### config.mk
export PLATFORM = sky130hd
export DESIGN_NAME = afd_top
export DESIGN_NICKNAME = d
export VERILOG_FILES = /design/src/shared/afd_pkg.sv /design/src/afd_top.sv /design/src/afd_ratio_rom.sv /design/src/afd_rate_gen.sv
export SDC_FILE = /design/constraint.sdc
export NUM_CORES = 1
export LEC_CHECK = 0
export BUFFER_PORTS_ARGS = -buffer_cell sky130_fd_sc_hd__buf_2
export CAP_MARGIN = 5
export CELL_PAD_IN_SITES_DETAIL_PLACEMENT = 1
export CELL_PAD_IN_SITES_GLOBAL_PLACEMENT = 1
export CORE_MARGIN = 3
export CORE_UTILIZATION = 35
export CTS_BUF_LIST = sky130_fd_sc_hd__clkbuf_4 sky130_fd_sc_hd__clkbuf_8
export CTS_CLUSTER_DIAMETER = 150
export DETAILED_ROUTE_END_ITERATION = 12
export GPL_TIMING_DRIVEN = 0
export PLACE_DENSITY = 0.68
export SETUP_SLACK_MARGIN = 0.3
export SYNTH_ARGS = -nofsm -noshare
export SYNTH_HDL_FRONTEND = slang
export SYNTH_SLANG_ARGS = --single-unit
### constraint.sdc
create_clock -name ref_clk -period 3.5 [get_ports ref_clk]
set_input_delay 0.7 -clock ref_clk [delete_from_list [all_inputs] [get_ports ref_clk]]
set_output_delay 0.7 -clock ref_clk [all_outputs]
set_load 0.02 [all_outputs]
### src/shared/afd_pkg.sv
// constants, types and ratio tables for the filter mode and ratio decode
// assumes a single 100 MHz clock and an apb slave with 32-bit data
//
// What this block does
// variant field meaning follows the filter mode
// wideband 000 preset, 111 programmable coefficients
// sinc 000 sinc4, 001 sinc3 first stage
// codes 0 to 7 wideband, 32 to 4096
// one fir off halves, both quarter ratio
// samples at modulator rate over ratio
// codes 8 to 13 sinc, fixed ratios
// codes 14 to 23 sinc, mid-speed column
// codes 24 to 27 sinc-only long ratios
// codes 28 to 31 sinc plus sinc1 cascade
// stage control at index 0Ah, resets 01h
// stage control bit layout, bit 7 reserved
// modulator rate is clock divided by two
// disable bit set bypasses that section
// speed mode 01 picks mid-speed ratios
// reserved variant values act as 000
// decoded outputs registered after register write
package afd_pkg;
  // ==========================================================
  // register indices, byte address is four times the index
  localparam logic [5:0] AFD_IDX_MODE = 6'h09;
  localparam logic [5:0] AFD_IDX_STAGE = 6'h0a;
  localparam logic [5:0] AFD_IDX_SPEED = 6'h20;
  localparam logic [5:0] AFD_IDX_STATUS = 6'h21;
  // ==========================================================
  // reset values and masks
  localparam logic [7:0] AFD_MODE_RESET = 8'h00;
  localparam logic [7:0] AFD_STAGE_RESET = 8'h01;
  localparam logic [7:0] AFD_STAGE_MASK = 8'h7f;
  localparam logic [7:0] AFD_SPEED_RESET = 8'h02;
  localparam logic [7:0] AFD_SPEED_MASK = 8'h03;
  // ==========================================================
  // field positions
  localparam int AFD_VAR_LSB = 5;
  localparam int AFD_DELAY_LSB = 4;
  localparam int AFD_ORDER_BIT = 3;
  localparam int AFD_FIR2_BIT = 2;
  localparam int AFD_FIR3_BIT = 1;
  localparam int AFD_IIR_BIT = 0;
  // ==========================================================
  // codes and counts
  localparam logic [2:0] AFD_VAR_PRESET = 3'h0;
  localparam logic [2:0] AFD_VAR_PROG = 3'h7;
  localparam logic [2:0] AFD_VAR_SINC3 = 3'h1;
  localparam logic [1:0] AFD_SPEED_MID = 2'h1;
  localparam int AFD_MOD_DIV = 2;
  localparam int AFD_RATIO_W = 18;
  // filter path kinds
  typedef enum logic [1:0]
  {
    AFD_PATH_WIDE = 2'h0,
    AFD_PATH_SINC = 2'h1,
    AFD_PATH_LONG = 2'h2,
    AFD_PATH_CASC = 2'h3
  } afd_path_t;
  // ==========================================================
  // base ratios per code, normal and mid-speed columns
  localparam logic [17:0] AFD_RATIO_NORM [0:31] = '{
    18'h0_0020, 18'h0_0040, 18'h0_0080, 18'h0_0100,
    18'h0_0200, 18'h0_0400, 18'h0_0800, 18'h0_1000,
    18'h0_000c, 18'h0_0010, 18'h0_0018, 18'h0_0020,
    18'h0_0040, 18'h0_0080, 18'h0_0100, 18'h0_014d,
    18'h0_0200, 18'h0_029b, 18'h0_0400, 18'h0_0535,
    18'h0_0800, 18'h0_0a6b, 18'h0_1000, 18'h0_14d5,
    18'h0_682b, 18'h0_7d00, 18'h1_7700, 18'h2_7100,
    18'h0_6820, 18'h0_7d00, 18'h1_7700, 18'h2_7100};
  localparam logic [17:0] AFD_RATIO_MID [0:31] = '{
    18'h0_0020, 18'h0_0040, 18'h0_0080, 18'h0_0100,
    18'h0_0200, 18'h0_0400, 18'h0_0800, 18'h0_1000,
    18'h0_000c, 18'h0_0010, 18'h0_0018, 18'h0_0020,
    18'h0_0040, 18'h0_0080, 18'h0_00a7, 18'h0_0100,
    18'h0_014d, 18'h0_0200, 18'h0_029b, 18'h0_0400,
    18'h0_0535, 18'h0_0800, 18'h0_0a6b, 18'h0_1000,
    18'h0_3415, 18'h0_3e80, 18'h0_bb80, 18'h1_3880,
    18'h0_3416, 18'h0_3e80, 18'h0_bb80, 18'h1_3880};
endpackage

### src/afd_top.sv
// filter mode and ratio decode with apb register slave
// assumes an apb master on ref_clk; all inputs are on that clock
//
// Our own choice: the APB register port.
`timescale 1ns/1ps
`default_nettype none
module afd_top
  import afd_pkg::*;
(
  input wire logic ref_clk,
  input wire logic reset_n,
  input wire logic psel,
  input wire logic penable,
  input wire logic pwrite,
  input wire logic [7:0] paddr,
  input wire logic [31:0] pwdata,
  input wire logic [3:0] pstrb,
  output logic [31:0] prdata,
  output logic pready,
  output logic pslverr,
  output logic [1:0] filter_path,
  output logic first_stage_sinc3,
  output logic coef_programmable,
  output logic [17:0] eff_ratio,
  output logic [2:0] stage_bypass,
  output logic wideband_stage_order,
  output logic [2:0] start_delay,
  output logic sample_strobe
);
  // ==========================================================
  // register storage
  logic [7:0] filter_mode_select; // variant and ratio code
  logic [7:0] filter_stage_control; // delay, order, disables
  logic [7:0] speed_config; // speed mode in low two bits

  // ==========================================================
  // apb decode
  wire access = psel && penable; // access phase
  wire [5:0] idx = paddr[7:2]; // word index
  wire hit_mode = (idx == AFD_IDX_MODE);
  wire hit_stage = (idx == AFD_IDX_STAGE);
  wire hit_speed = (idx == AFD_IDX_SPEED);
  wire hit_status = (idx == AFD_IDX_STATUS);
  wire mapped = hit_mode || hit_stage || hit_speed || hit_status;
  // one wait state: answer is prepared while pready is low
  wire prep = access && !pready;
  // write lands only on the completing edge
  wire done = access && pready;
  wire wr_ok = done && pwrite && mapped && pstrb[0];
  wire wr_mode = wr_ok && hit_mode;
  wire wr_stage = wr_ok && hit_stage;
  wire wr_speed = wr_ok && hit_speed;

  // ==========================================================
  // field decode
  wire [4:0] ratio_code = filter_mode_select[4:0];
  wire [2:0] variant = filter_mode_select[AFD_VAR_LSB +: 3];
  wire [1:0] speed = speed_config[1:0];
  wire fir2_off = filter_stage_control[AFD_FIR2_BIT];
  wire fir3_off = filter_stage_control[AFD_FIR3_BIT];
  wire iir_off = filter_stage_control[AFD_IIR_BIT];
  wire order_bit = filter_stage_control[AFD_ORDER_BIT];
  wire [2:0] delay_f = filter_stage_control[AFD_DELAY_LSB +: 3];

  // ==========================================================
  // mode decode from the top bits of the ratio code
  wire is_wide = (ratio_code[4:3] == 2'h0);
  wire is_casc = (ratio_code[4:2] == 3'h7);
  wire is_long = (ratio_code[4:2] == 3'h6);
  wire [1:0] next_path;
  assign next_path = is_wide ? AFD_PATH_WIDE :
    is_casc ? AFD_PATH_CASC :
    is_long ? AFD_PATH_LONG :
    AFD_PATH_SINC;

  // ==========================================================
  // variant decode; reserved codes fall back to the 000 meaning
  // so the data path never sees an undefined setting
  wire next_coef = is_wide && (variant == AFD_VAR_PROG);
  wire next_sinc3 = !is_wide && (variant == AFD_VAR_SINC3);

  // ==========================================================
  // ratio: lookup then wideband reduction
  wire [17:0] base_ratio;
  afd_ratio_rom u_rom
  (
    .ref_clk(ref_clk),
    .reset_n(reset_n),
    .code(ratio_code),
    .speed(speed),
    .base_ratio(base_ratio)
  );
  // each disabled fir section removes one decimate-by-two stage
  wire both_off = fir2_off && fir3_off;
  wire one_off = fir2_off ^ fir3_off;
  wire [17:0] wide_ratio = both_off ? (base_ratio >> 2) :
    one_off ? (base_ratio >> 1) : base_ratio;
  wire [17:0] next_ratio = is_wide ? wide_ratio : base_ratio;

  // ==========================================================
  // read mux, bits above each register read as zero
  wire [9:0] eff_ratio_hi = 10'h000; // status bits above the live decode
  wire [31:0] rd_status = {10'h000, next_coef, next_sinc3, next_path, next_ratio};
  wire [31:0] rd_word = hit_mode ? {24'h00_0000, filter_mode_select} :
    hit_stage ? {24'h00_0000, filter_stage_control} :
    hit_speed ? {24'h00_0000, speed_config} :
    hit_status ? {eff_ratio_hi, rd_status[21:0]} :
    32'h0000_0000;

  // ==========================================================
  // apb handshake flops
  always_ff @(posedge ref_clk or negedge reset_n)
  begin
    if (!reset_n)
    begin
      pready <= 1'b0;
      pslverr <= 1'b0;
      prdata <= 32'h0000_0000;
    end
    else
    begin
      pready <= prep;
      // unmapped words answer with an error and zero data
      pslverr <= prep && !mapped;
      if (prep)
        prdata <= pwrite ? 32'h0000_0000 : rd_word;
    end
  end

  // ==========================================================
  // mode select register
  always_ff @(posedge ref_clk or negedge reset_n)
  begin
    if (!reset_n)
      filter_mode_select <= AFD_MODE_RESET;
    else if (wr_mode)
      filter_mode_select <= pwdata[7:0];
  end

  // ==========================================================
  // stage control register, reserved bit 7 held at zero
  always_ff @(posedge ref_clk or negedge reset_n)
  begin
    if (!reset_n)
      filter_stage_control <= AFD_STAGE_RESET;
    else if (wr_stage)
      filter_stage_control <= pwdata[7:0] & AFD_STAGE_MASK;
  end

  // ==========================================================
  // speed mode register
  always_ff @(posedge ref_clk or negedge reset_n)
  begin
    if (!reset_n)
      speed_config <= AFD_SPEED_RESET;
    else if (wr_speed)
      speed_config <= pwdata[7:0] & AFD_SPEED_MASK;
  end

  // ==========================================================
  // decoded outputs, one edge behind the registers
  always_ff @(posedge ref_clk or negedge reset_n)
  begin
    if (!reset_n)
    begin
      filter_path <= AFD_PATH_WIDE;
      first_stage_sinc3 <= 1'b0;
      coef_programmable <= 1'b0;
      eff_ratio <= 18'h0_0020;
      stage_bypass <= 3'h1;
      wideband_stage_order <= 1'b0;
      start_delay <= 3'h0;
    end
    else
    begin
      filter_path <= next_path;
      first_stage_sinc3 <= next_sinc3;
      coef_programmable <= next_coef;
      eff_ratio <= next_ratio;
      stage_bypass <= {fir2_off, fir3_off, iir_off};
      wideband_stage_order <= order_bit;
      start_delay <= delay_f;
    end
  end

  // ==========================================================
  // sample strobe from the modulator rate
  // note: the first strobe after reset comes from the reset ratio
  afd_rate_gen u_rate
  (
    .ref_clk(ref_clk),
    .reset_n(reset_n),
    .ratio(eff_ratio),
    .mod_tick(),
    .sample_strobe(sample_strobe)
  );
endmodule
`default_nettype wire

### src/afd_ratio_rom.sv
// base oversampling ratio lookup with speed column select
// assumes code and speed come from registers on the same clock
`timescale 1ns/1ps
`default_nettype none
module afd_ratio_rom
  import afd_pkg::*;
(
  input wire logic ref_clk,
  input wire logic reset_n,
  input wire logic [4:0] code,
  input wire logic [1:0] speed,
  output logic [17:0] base_ratio
);
  // ==========================================================
  // column select
  wire mid_col = (speed == AFD_SPEED_MID);
  // wideband and short sinc rows match in both columns
  assign base_ratio = mid_col ? AFD_RATIO_MID[code] : AFD_RATIO_NORM[code];
endmodule
`default_nettype wire

### src/afd_rate_gen.sv
// output sample strobe at modulator rate over the effective ratio
// assumes ratio is registered on ref_clk and is at least two
`timescale 1ns/1ps
`default_nettype none
module afd_rate_gen
  import afd_pkg::*;
(
  input wire logic ref_clk,
  input wire logic reset_n,
  input wire logic [17:0] ratio,
  output logic mod_tick,
  output logic sample_strobe
);
  logic [17:0] cnt; // modulator ticks in current sample
  logic [17:0] last_ratio; // detects a ratio change
  logic [17:0] gap; // helper for the period check
  wire ratio_changed = (ratio != last_ratio);
  wire wrap = mod_tick && (cnt == ratio - 18'h0_0001);
  // ==========================================================
  // divide by two gives the modulator tick
  always_ff @(posedge ref_clk or negedge reset_n)
  begin
    if (!reset_n)
      mod_tick <= 1'b0;
    else
      mod_tick <= !mod_tick;
  end
  // ==========================================================
  // ratio counter restarts on a new ratio so no stale period leaks
  always_ff @(posedge ref_clk or negedge reset_n)
  begin
    if (!reset_n)
    begin
      cnt <= '0;
      last_ratio <= '0;
      sample_strobe <= 1'b0;
    end
    else
    begin
      last_ratio <= ratio;
      sample_strobe <= wrap && !ratio_changed;
      if (ratio_changed || wrap)
        cnt <= '0;
      else if (mod_tick)
        cnt <= cnt + 18'h0_0001;
    end
  end
  // ==========================================================
  // helper: ticks between strobes
  always_ff @(posedge ref_clk or negedge reset_n)
  begin
    if (!reset_n)
      gap <= '0;
    else if (ratio_changed || sample_strobe)
      gap <= '0;
    else if (mod_tick)
      gap <= gap + 18'h0_0001;
  end
endmodule
`default_nettype wire

==> results of run 1 <==
[per-stage QoR]
step	power (W)	area [um2]
2_1_floorplan	0.001533	6086
3_3_place_gp	0.001634	6726
3_5_place_dp	0.001649	6756
4_1_cts	0.002468	6963
5_1_grt	0.002568	6964
6_report	0.002434	6964
[final timing paths]
kind | endpoint | slack (ps) | depth (start not counted)
hold reg to reg | u_rate.last_ratio[5] | 390 | 0
max in group asynchronous | eff_ratio[5] | 2470 | 2
setup reg to reg | u_rate.cnt[15] | 490 | 7
setup / recovery | u_rate.cnt[15] | 490 | 7
min in group ref_clk | u_rate.last_ratio[5] | 390 | 0
hold / removal | filter_path[1] | 300 | 1
[layout by cell type (no fill, tap or decap), types with 8 or more instances in the layout]
| cell | synthesis | layout |
|---|---|---|
| sky130_fd_sc_hd__o21ai_0 | 18 | 18 |
| sky130_fd_sc_hd__a21oi_1 | 22 | 22 |
| sky130_fd_sc_hd__nor2b_1 | 11 | 11 |
| sky130_fd_sc_hd__clkbuf_1 | 25 | 24 |
| sky130_fd_sc_hd__buf_2 | 6 | 78 |
| sky130_fd_sc_hd__mux2_2 | 18 | 18 |
| sky130_fd_sc_hd__nor2_1 | 40 | 40 |
| sky130_fd_sc_hd__ha_1 | 8 | 8 |
| sky130_fd_sc_hd__nor3_1 | 9 | 9 |
| sky130_fd_sc_hd__nand4_1 | 12 | 12 |
| sky130_fd_sc_hd__a22o_1 | 17 | 17 |
| sky130_fd_sc_hd__a211oi_2 | 10 | 10 |
| sky130_fd_sc_hd__xnor2_1 | 33 | 33 |
| sky130_fd_sc_hd__inv_1 | 15 | 15 |
| sky130_fd_sc_hd__clkbuf_8 | 0 | 11 |
| sky130_fd_sc_hd__dfrtp_1 | 104 | 104 |
| sky130_fd_sc_hd__nand2b_1 | 8 | 8 |
| sky130_fd_sc_hd__a211oi_1 | 14 | 14 |
| sky130_fd_sc_hd__nand3b_1 | 8 | 8 |
| sky130_fd_sc_hd__xor2_1 | 23 | 23 |
| sky130_fd_sc_hd__nand2_1 | 46 | 46 |
| sky130_fd_sc_hd__buf_4 | 11 | 12 |
| sky130_fd_sc_hd__conb_1 | 1 | 10 |
| sky130_fd_sc_hd__nand3_1 | 18 | 18 |
[cells by family (layout without fill, tap and decap cells)]
| logic type | after synthesis | after routing |
|---|---|---|
| flip-flops | 108 | 108 |
| other | 1 | 10 |
| AND/OR/NAND/NOR | 193 | 193 |
| AO/OA/AOI/OAI | 148 | 148 |
| multiplexers | 24 | 24 |
| XOR/XNOR | 56 | 56 |
| adder cells (fa/ha/maj) | 8 | 8 |
| buffers and inverters | 63 | 152 |
[flip-flops by register name (all words and copies together), names as in the netlist, 2 cells and up]
register and flops:
filter_stage_control 7, stage_bypass 3, speed_config 2, prdata 22, start_delay 3, u_rate.last_ratio 18
eff_ratio 18, filter_path 2, u_rate.cnt 18, filter_mode_select 8
[worst register-to-register path, delay by kind of cell (launching register included)]
family / cells / cell delay (ps)
buf+inv: 2 / 800
xor+xnor: 1 / 180
simple gates: 3 / 1160
compound gates: 1 / 250
flops: 1 / 540
[layout make-up]
cell class                 instances  area (um2)
tap                              220       275.3
buffer                            47       249.0
clock buffer                      11       151.4
clock inverter                     4       55.05
sequential                       108        2708
timing repair buffer              74       395.4
multi-input combinational        439        3070
inverter                          16       60.06
fill                            1976        9796
[layer usage]
metal | share of wire [%] | vias to the layer above
li1 | - | 2365
met1 | 46 | 2589
met2 | 46 | 192
met3 | 6.0 | 33
met4 | 2.3 | 0
met5 | 0 | -
[repair_timing]
action / CTS / global route
setup endpoints to repair: 0 / 1
resized for setup: 0 / 2
buffers inserted: 0 / 0
hold buffers: 0 / 0
[where the power goes]
group | leakage, nW | internal, W | total, W | switching (W)
sequential | 1.48 | 0.00128 | 0.00131 | 0.0000345
clock | 0.102 | 0.000372 | 0.000812 | 0.000440
combinational | 1.66 | 0.000115 | 0.000312 | 0.000197
==> impl.org, run 1 <==
** Outcome
- Status :: completed

** Synthesis
- Of the total synthesized cell area, the portion taken by full adders, half adders and majority gates is between 1.5 and 2%.
- Counting distinct cell types in the post-synthesis netlist gives 77.
- Area contributors post-synth :: sky130_fd_sc_hd__dfrtp_1 (43%), sky130_fd_sc_hd__xnor2_1 (4.8%), sky130_fd_sc_hd__mux2_2 (3.3%), sky130_fd_sc_hd__xor2_1 (3.3%), sky130_fd_sc_hd__nand2_1 (2.9%)
- Synth area leader :: sky130_fd_sc_hd__dfrtp_1
- Post-Synth Simple-Gate Area :: ~18%
- For this run, the leading register cell type out of synthesis is sky130_fd_sc_hd__dfrtp_1.
- The synthesized design contains 0 enable-type register cells.
- Summed over its instances, the top area cell type makes up a little over two fifths of the synthesized netlist area.
- After synthesis the netlist holds a flip-flop and latch count of 108.
- Combinational family with the most area after synthesis :: compound AO/OA/AOI/OAI gates
- sky130_fd_sc_hd__dfrtp_1 is the most common cell in the netlist.
- The average instance in the mapped netlist occupies ~10 um2.
- Combined area of all synthesized cells :: 6052 um2
- During synthesis, Yosys emitted a total of 0 warnings.
- In the synthesized netlist, the number of instances is 601.
- Share of the yosys chip area belonging to registers :: 44.74%
- Summing the areas of all compound-gate instances in the mapped netlist gives 18.48% of the synthesized area.
- Top cell types by occurrence after synthesis :: sky130_fd_sc_hd__dfrtp_1 (104), sky130_fd_sc_hd__nand2_1 (46), sky130_fd_sc_hd__nor2_1 (40)
- Mux cell area share after synthesis :: 4.342%
- Of the total synthesized cell area, the portion taken by XOR and XNOR cells is 8.104%.
- Counting flops with an async set or reset pin after synthesis yields a share of 100.0%.

** Drt
- After the first detailed-routing iteration, the DRC count stood at approximately 320.
- After detailed routing, the average wire length per cell comes to 20.94 um.
- Antenna-violating nets left :: 0
- Vias :: roughly 5200
- For this run, the detailed router's first-pass iteration total came to 5.
- Ratio of routed vias to standard cells :: 5.635
- Wires add up to 19.25 mm.
- In the routed design, unresolved DRC markers number 0.

** Worst setup path
- STA classifies the critical path endpoint as a register.
- Cell family contributing the most delay on the critical path :: simple AND/OR/NAND/NOR gates
- Start point of the critical path :: eff_ratio[5]
- CP required :: approximately 3800 ps
- Delay contributed by the slowest stage of the critical path :: 570 ps
- Type of origin of the critical path :: register
- The worst register-to-register path begins at eff_ratio[5].
- Standard cell with the maximum stage delay on the critical path :: sky130_fd_sc_hd__nand4_1
- In this run the worst path has a maximum fanout of 10.
- WP buf/inv :: 2
- The critical path is of the reg2reg type.
- The signal on the critical path passes through clkbuf_1, xnor2_1, nand4_1, nor3_1, nand4_1, clkbuf_1, a211oi_2.
- CP Data Arrival Time :: between 3000 and 4000 ps

** Die
- Die outline width :: about 140 um
- The core region is 16760 um2.
- Measured along the y axis, the die boundary spans approximately 140 um.
- 113 I/O pins were placed.
- Number of rows in the core area :: 47
- Full die area :: 18900 um2
- Starting Density :: a little over a third

** Placed design
- Summed over all nets, the half-perimeter wirelength after detailed placement is 14.54 mm.
- At the end of routability-driven placement, the weighted congestion stood at 0.9694.
- Port Buffer Count :: 73
- Timing analysis after detailed placement gives a worst setup slack of ~470 ps.
- Cell count after placement :: 904

** Final layout
- Non-Filler Instances :: 919
- The post-route netlist has 22.17% of its cells at a drive strength greater than 1.
- Signed area change from the synthesized netlist to the final layout :: 15.07%
- Cells fill 41.55% of the core in the end.
- Final net count :: 752
- The repair_antennas step left the layout with diodes totalling 0.

** Job
- # Max-Cap Violations :: 0

** Power and ir drop
- Power per standard cell area :: 349.5 nW/um2
- Across the VDD grid, the largest voltage drop is ~150 uV.
- Lkg Pwr :: 3.235 nW

** Global routing
- The initial antenna violation count is 0.
- Vias in the first global route :: approximately 5400
- Entering global routing, the biggest net connects 73 pins.
- GR met1 Demand/Resource :: 29.54%
- The first global-routing pass estimated around 31 mm of wire.
- In this run the most used layer during global routing was met2.
- For this run the aggregate overflow at the end of global routing stands at 0.
- In the global route stage, met2 resource usage came out at 33.13%.
- Met3 track utilization from global routing :: 3.470%
- GRT Util Overall :: roughly a fifth

** Timing
- For the pin with the worst max-slew slack, the measured transition is roughly 840 ps.
- The worst path needs 3008 ps of the cycle, external delays included.
- Final Skew :: 19.38 ps
- Post-Route Setup TNS :: 0 ps
- After layout, the worst path uses 85.94% of the clock period.
- Setup repair after global routing left no endpoint under its margin.
- Worst-case setup margin in the final layout :: about 500 ps
- Final setup violation count :: 0
- The hold violation count in the final report was 0.
- FMAX :: around 0.33 GHz
- Hold is met by 297.4 ps.
- The number of max-slew violations in the final report was 0.
- Worst relative slew slack :: 43.86%

** Clock network
- Inserted Clock Buffers :: 9
- Number of levels the H-tree was split into :: 3
- TritonCTS built the clock tree.
- Number of clock sinks seen by CTS :: 108
- The clock passes through at most 2 buffers.
- The root buffer cell chosen for the clock tree is sky130_fd_sc_hd__clkbuf_8.
- Clock latency on the worst-skew pair, taken at its later pin, is roughly 390 ps.
- Clock Pin Slew Worst Setup and Hold Paths :: about 110 ps

** Hold path
- Class of the tightest hold or removal check :: in2async
(Power assumes the default switching activity.)
==> run 2: changes to the inputs <==
Settings changed: PLACE_DENSITY 0.68 to not set, PLACE_DENSITY_LB_ADDON set to 0.12, RECOVER_POWER set to 50.
Clock period 3.5 ns to 2.75 ns, I/O delays scaled along.
==> impl.org, run 2 (synthesized netlist as in run 1, its figures left out) <==
** Outcome
- Status :: completed

** Worst setup path
- CP required :: 2990 ps
- Setup Crit Path Kind :: reg2reg
- Type of origin of the critical path :: register
- Endpoint kind of the worst setup timing path :: register
- CP Data Arrival Time :: 2760 ps
- Maximum fanout along the worst path :: 10

** Final layout
- 0 antenna diodes ended up in the layout.
- The library cell used most frequently in the layout, excluding fill and tap cells, is sky130_fd_sc_hd__dfrtp_1.
- After filler insertion, the fill cell instance count of the layout stands at 1942.
- Largest register by flop count :: prdata
- Post-route cell area :: 7395 um2
- Layout cells sized above 1 :: 31.15%
- Relative to the synthesized area, the layout overhead comes to 22.18%.
- Combined area of the multi-input logic cells :: between 3000 and 4000 um2
- The register with the most flip-flops in the layout has 22 of them.
- Commonest non-fill, non-tap cells in the layout :: sky130_fd_sc_hd__dfrtp_1 (103), sky130_fd_sc_hd__buf_2 (78), sky130_fd_sc_hd__nand2_1 (42), sky130_fd_sc_hd__nor2_1 (36), sky130_fd_sc_hd__xnor2_1 (31)
- After the last flow step, the layout net total stands at 771.
- Core occupancy in the finished layout :: between 40 and 50%
- Summing all flip-flop and latch instances after layout gives 2709 um2.

** Placed design
- Post-Place Cell Area :: 6766 um2
- At the end of routability-driven placement, the weighted congestion stood at 0.8769.
- Detailed placement finished with a half-perimeter wire length of approximately 15 mm.
- During placement, the flow inserted port buffers numbering 73.

** Drt
- In this run the remaining antenna-violating nets after routing total 0.
- Ratio of routed vias to standard cells :: between 5 and 6
- Summed over all layers, the routed wires come to 20.38 mm.
- Vias :: ~5200
- First drt pass iteration count :: 5
- DRT iter0 DRCs :: 419
- Detail-routed net length per standard cell :: ~22 um
- In the routed design, unresolved DRC markers number 0.

** Timing
- In this run the tightest slew margin relative to its limit is 15.83%.
- The hold violation count in the final report is 0.
- At the pin with the least slew margin, the transition time is 1263 ps.
- Setup repair after global routing could not meet its margin everywhere.
- Max Slew Vio Count :: 0
- Static timing analysis puts the maximum clock frequency at 0.3978 GHz.
- On the final layout, the worst hold slack is 379.0 ps.
- Post-Route Setup TNS :: 0 ps
- Across the routed clock network, the largest skew measured is 26.34 ps.
- Period minus WS final :: between 2000 and 3000 ps
- Dividing the final minimum period by the clock period gives 91.40%.
- Final setup violation count :: 0

** Clock network
- Buffer type at the clock tree root :: sky130_fd_sc_hd__clkbuf_8
- Largest buffer count on any clock path :: 2
- Clock tree synthesis inserted a total of 9 buffers.
- Number of clock sinks seen by CTS :: 108
- Worst-skew pair later-pin latency :: roughly 400 ps
- Clock tree from TritonCTS :: done
- Number of levels the H-tree was split into :: 3
- Clock Pin Slew Worst Setup and Hold Paths :: ~100 ps
- Hold buffers post-CTS :: 0

** Global routing
- Largest net degree at the start of global routing :: 62
- Antenna violations before repair :: 1
- For this run the aggregate overflow at the end of global routing stands at 0.
- GRT Util Overall :: 22.18%
- The first global-routing pass estimated 31.97 mm of wire.
- The via count of the first global-routing pass came to 5495.

** Die
- Core area :: 16760 um2
- The initialized floorplan defines between 40 and 50 standard-cell rows.
- Starting Density :: 36.11%
- I/O pins :: 113
- The floorplan step set the die width to 137.5 um.
- Full die area :: 18900 um2
- In this run the vertical extent of the chip is 137.5 um.

** Hold path
- Class of the tightest hold or removal check :: in2reg

** Power and ir drop
- Sequential cells burn 53.0% of the power.
- The internal power of the cells totals about 0.0022 W.
- Power share of the clock group :: around a third
- For this design the static power due to leakage is 3.466 nW.
- Worst-case vdd ir drop :: 206.4 uV
- Combinational fraction of design power :: 14.9%
- Switching Power :: 0.0009370 W
- In this run switching power makes up between 20% and 30% of total power.
- Power per standard cell area :: 426.5 nW/um2

** Job
- Across the run, the number of max-cap violations was 0.
==> run 2: cell count changes in the layout (fill, tap and decap cells not counted), sizes merged <==
cell | previous run | this run
buf | 96 | 112
bufinv | 1 | 0
clkbuf | 36 | 40
clkinv | 1 | 3
clkinvlp | 1 | 0
==> run 2: layer usage <==
layer  up-vias  wire length [um]  part of all wire (%)  GRT usage [%]
met5         -                 0                     0              0
met4         0               323                   1.6          6.042
met3        24               905                   4.4          3.397
met2       140              9777                    48          36.01
met1      2664              9376                    46          30.89
li1       2403                 -                     -              -
==> run 2: through the flow <==
step	worst slack (ps)	total power (W)	instances
after global placement	-368.2	0.002081	903
after CTS	307.2	0.003148	930
after detailed placement	-396.7	0.002108	904
after floorplan	317.7	0.001952	610
after global routing	132.2	0.003318	939
final	236.4	0.003154	939
==> run 2: area by class of cell <==
type / count / area share [%]
Multi-Input combinational cell: 439 / 44.55
Timing Repair Buffer: 93 / 7.411
Clock buffer: 12 / 2.149
Tap cell: 220 / 3.723
Inverter: 16 / 0.8122
Clock inverter: 4 / 0.5753
Sequential cell: 108 / 36.63
Buffer: 47 / 4.146
==> run 2: worst paths after layout <==
path                                          from                     to  cells past startpoint  slack, ps
setup reg to reg                      eff_ratio[2]         u_rate.cnt[15]                      8        240
setup / recovery                      eff_ratio[2]         u_rate.cnt[15]                      8        240
min in group asynchronous                  reset_n          u_rate.cnt[5]                      1        410
hold reg to reg            filter_stage_control[0]        stage_bypass[0]                      0        400
hold / removal                           pwdata[7]  filter_mode_select[7]                      2        380
max in group asynchronous                  reset_n         u_rate.cnt[16]                      2        760
==> run 2: worst max-delay path: stages, from the launching register on <==
cell and delay, ps:
sky130_fd_sc_hd__dfrtp_1 560, sky130_fd_sc_hd__nor3_4 270, sky130_fd_sc_hd__nand2_2 160, sky130_fd_sc_hd__or4_1 540
sky130_fd_sc_hd__a21oi_1 250, sky130_fd_sc_hd__and4bb_1 240, sky130_fd_sc_hd__buf_6 150, sky130_fd_sc_hd__buf_12 120
sky130_fd_sc_hd__a211oi_2 60
==> run 2: what timing repair did <==
action / CTS / global route
endpoints found under the setup margin: 44 / 42
gates cloned: 0 / 3
resized for setup: 48 / 39
pin swaps: 11 / 19
buffers inserted: 10 / 6
==> run 2: power groups by stage <==
stage	Sequential [W]	Clock, W	Combinational (W)
4_1_cts	0.00167	0.00104	0.000434
6_report	0.00167	0.00101	0.000471
3_3_place_gp	0.00170	0	0.000384
3_5_place_dp	0.00170	0	0.000407
5_1_grt	0.00168	0.00112	0.000522
2_1_floorplan	0.00170	0	0.000257
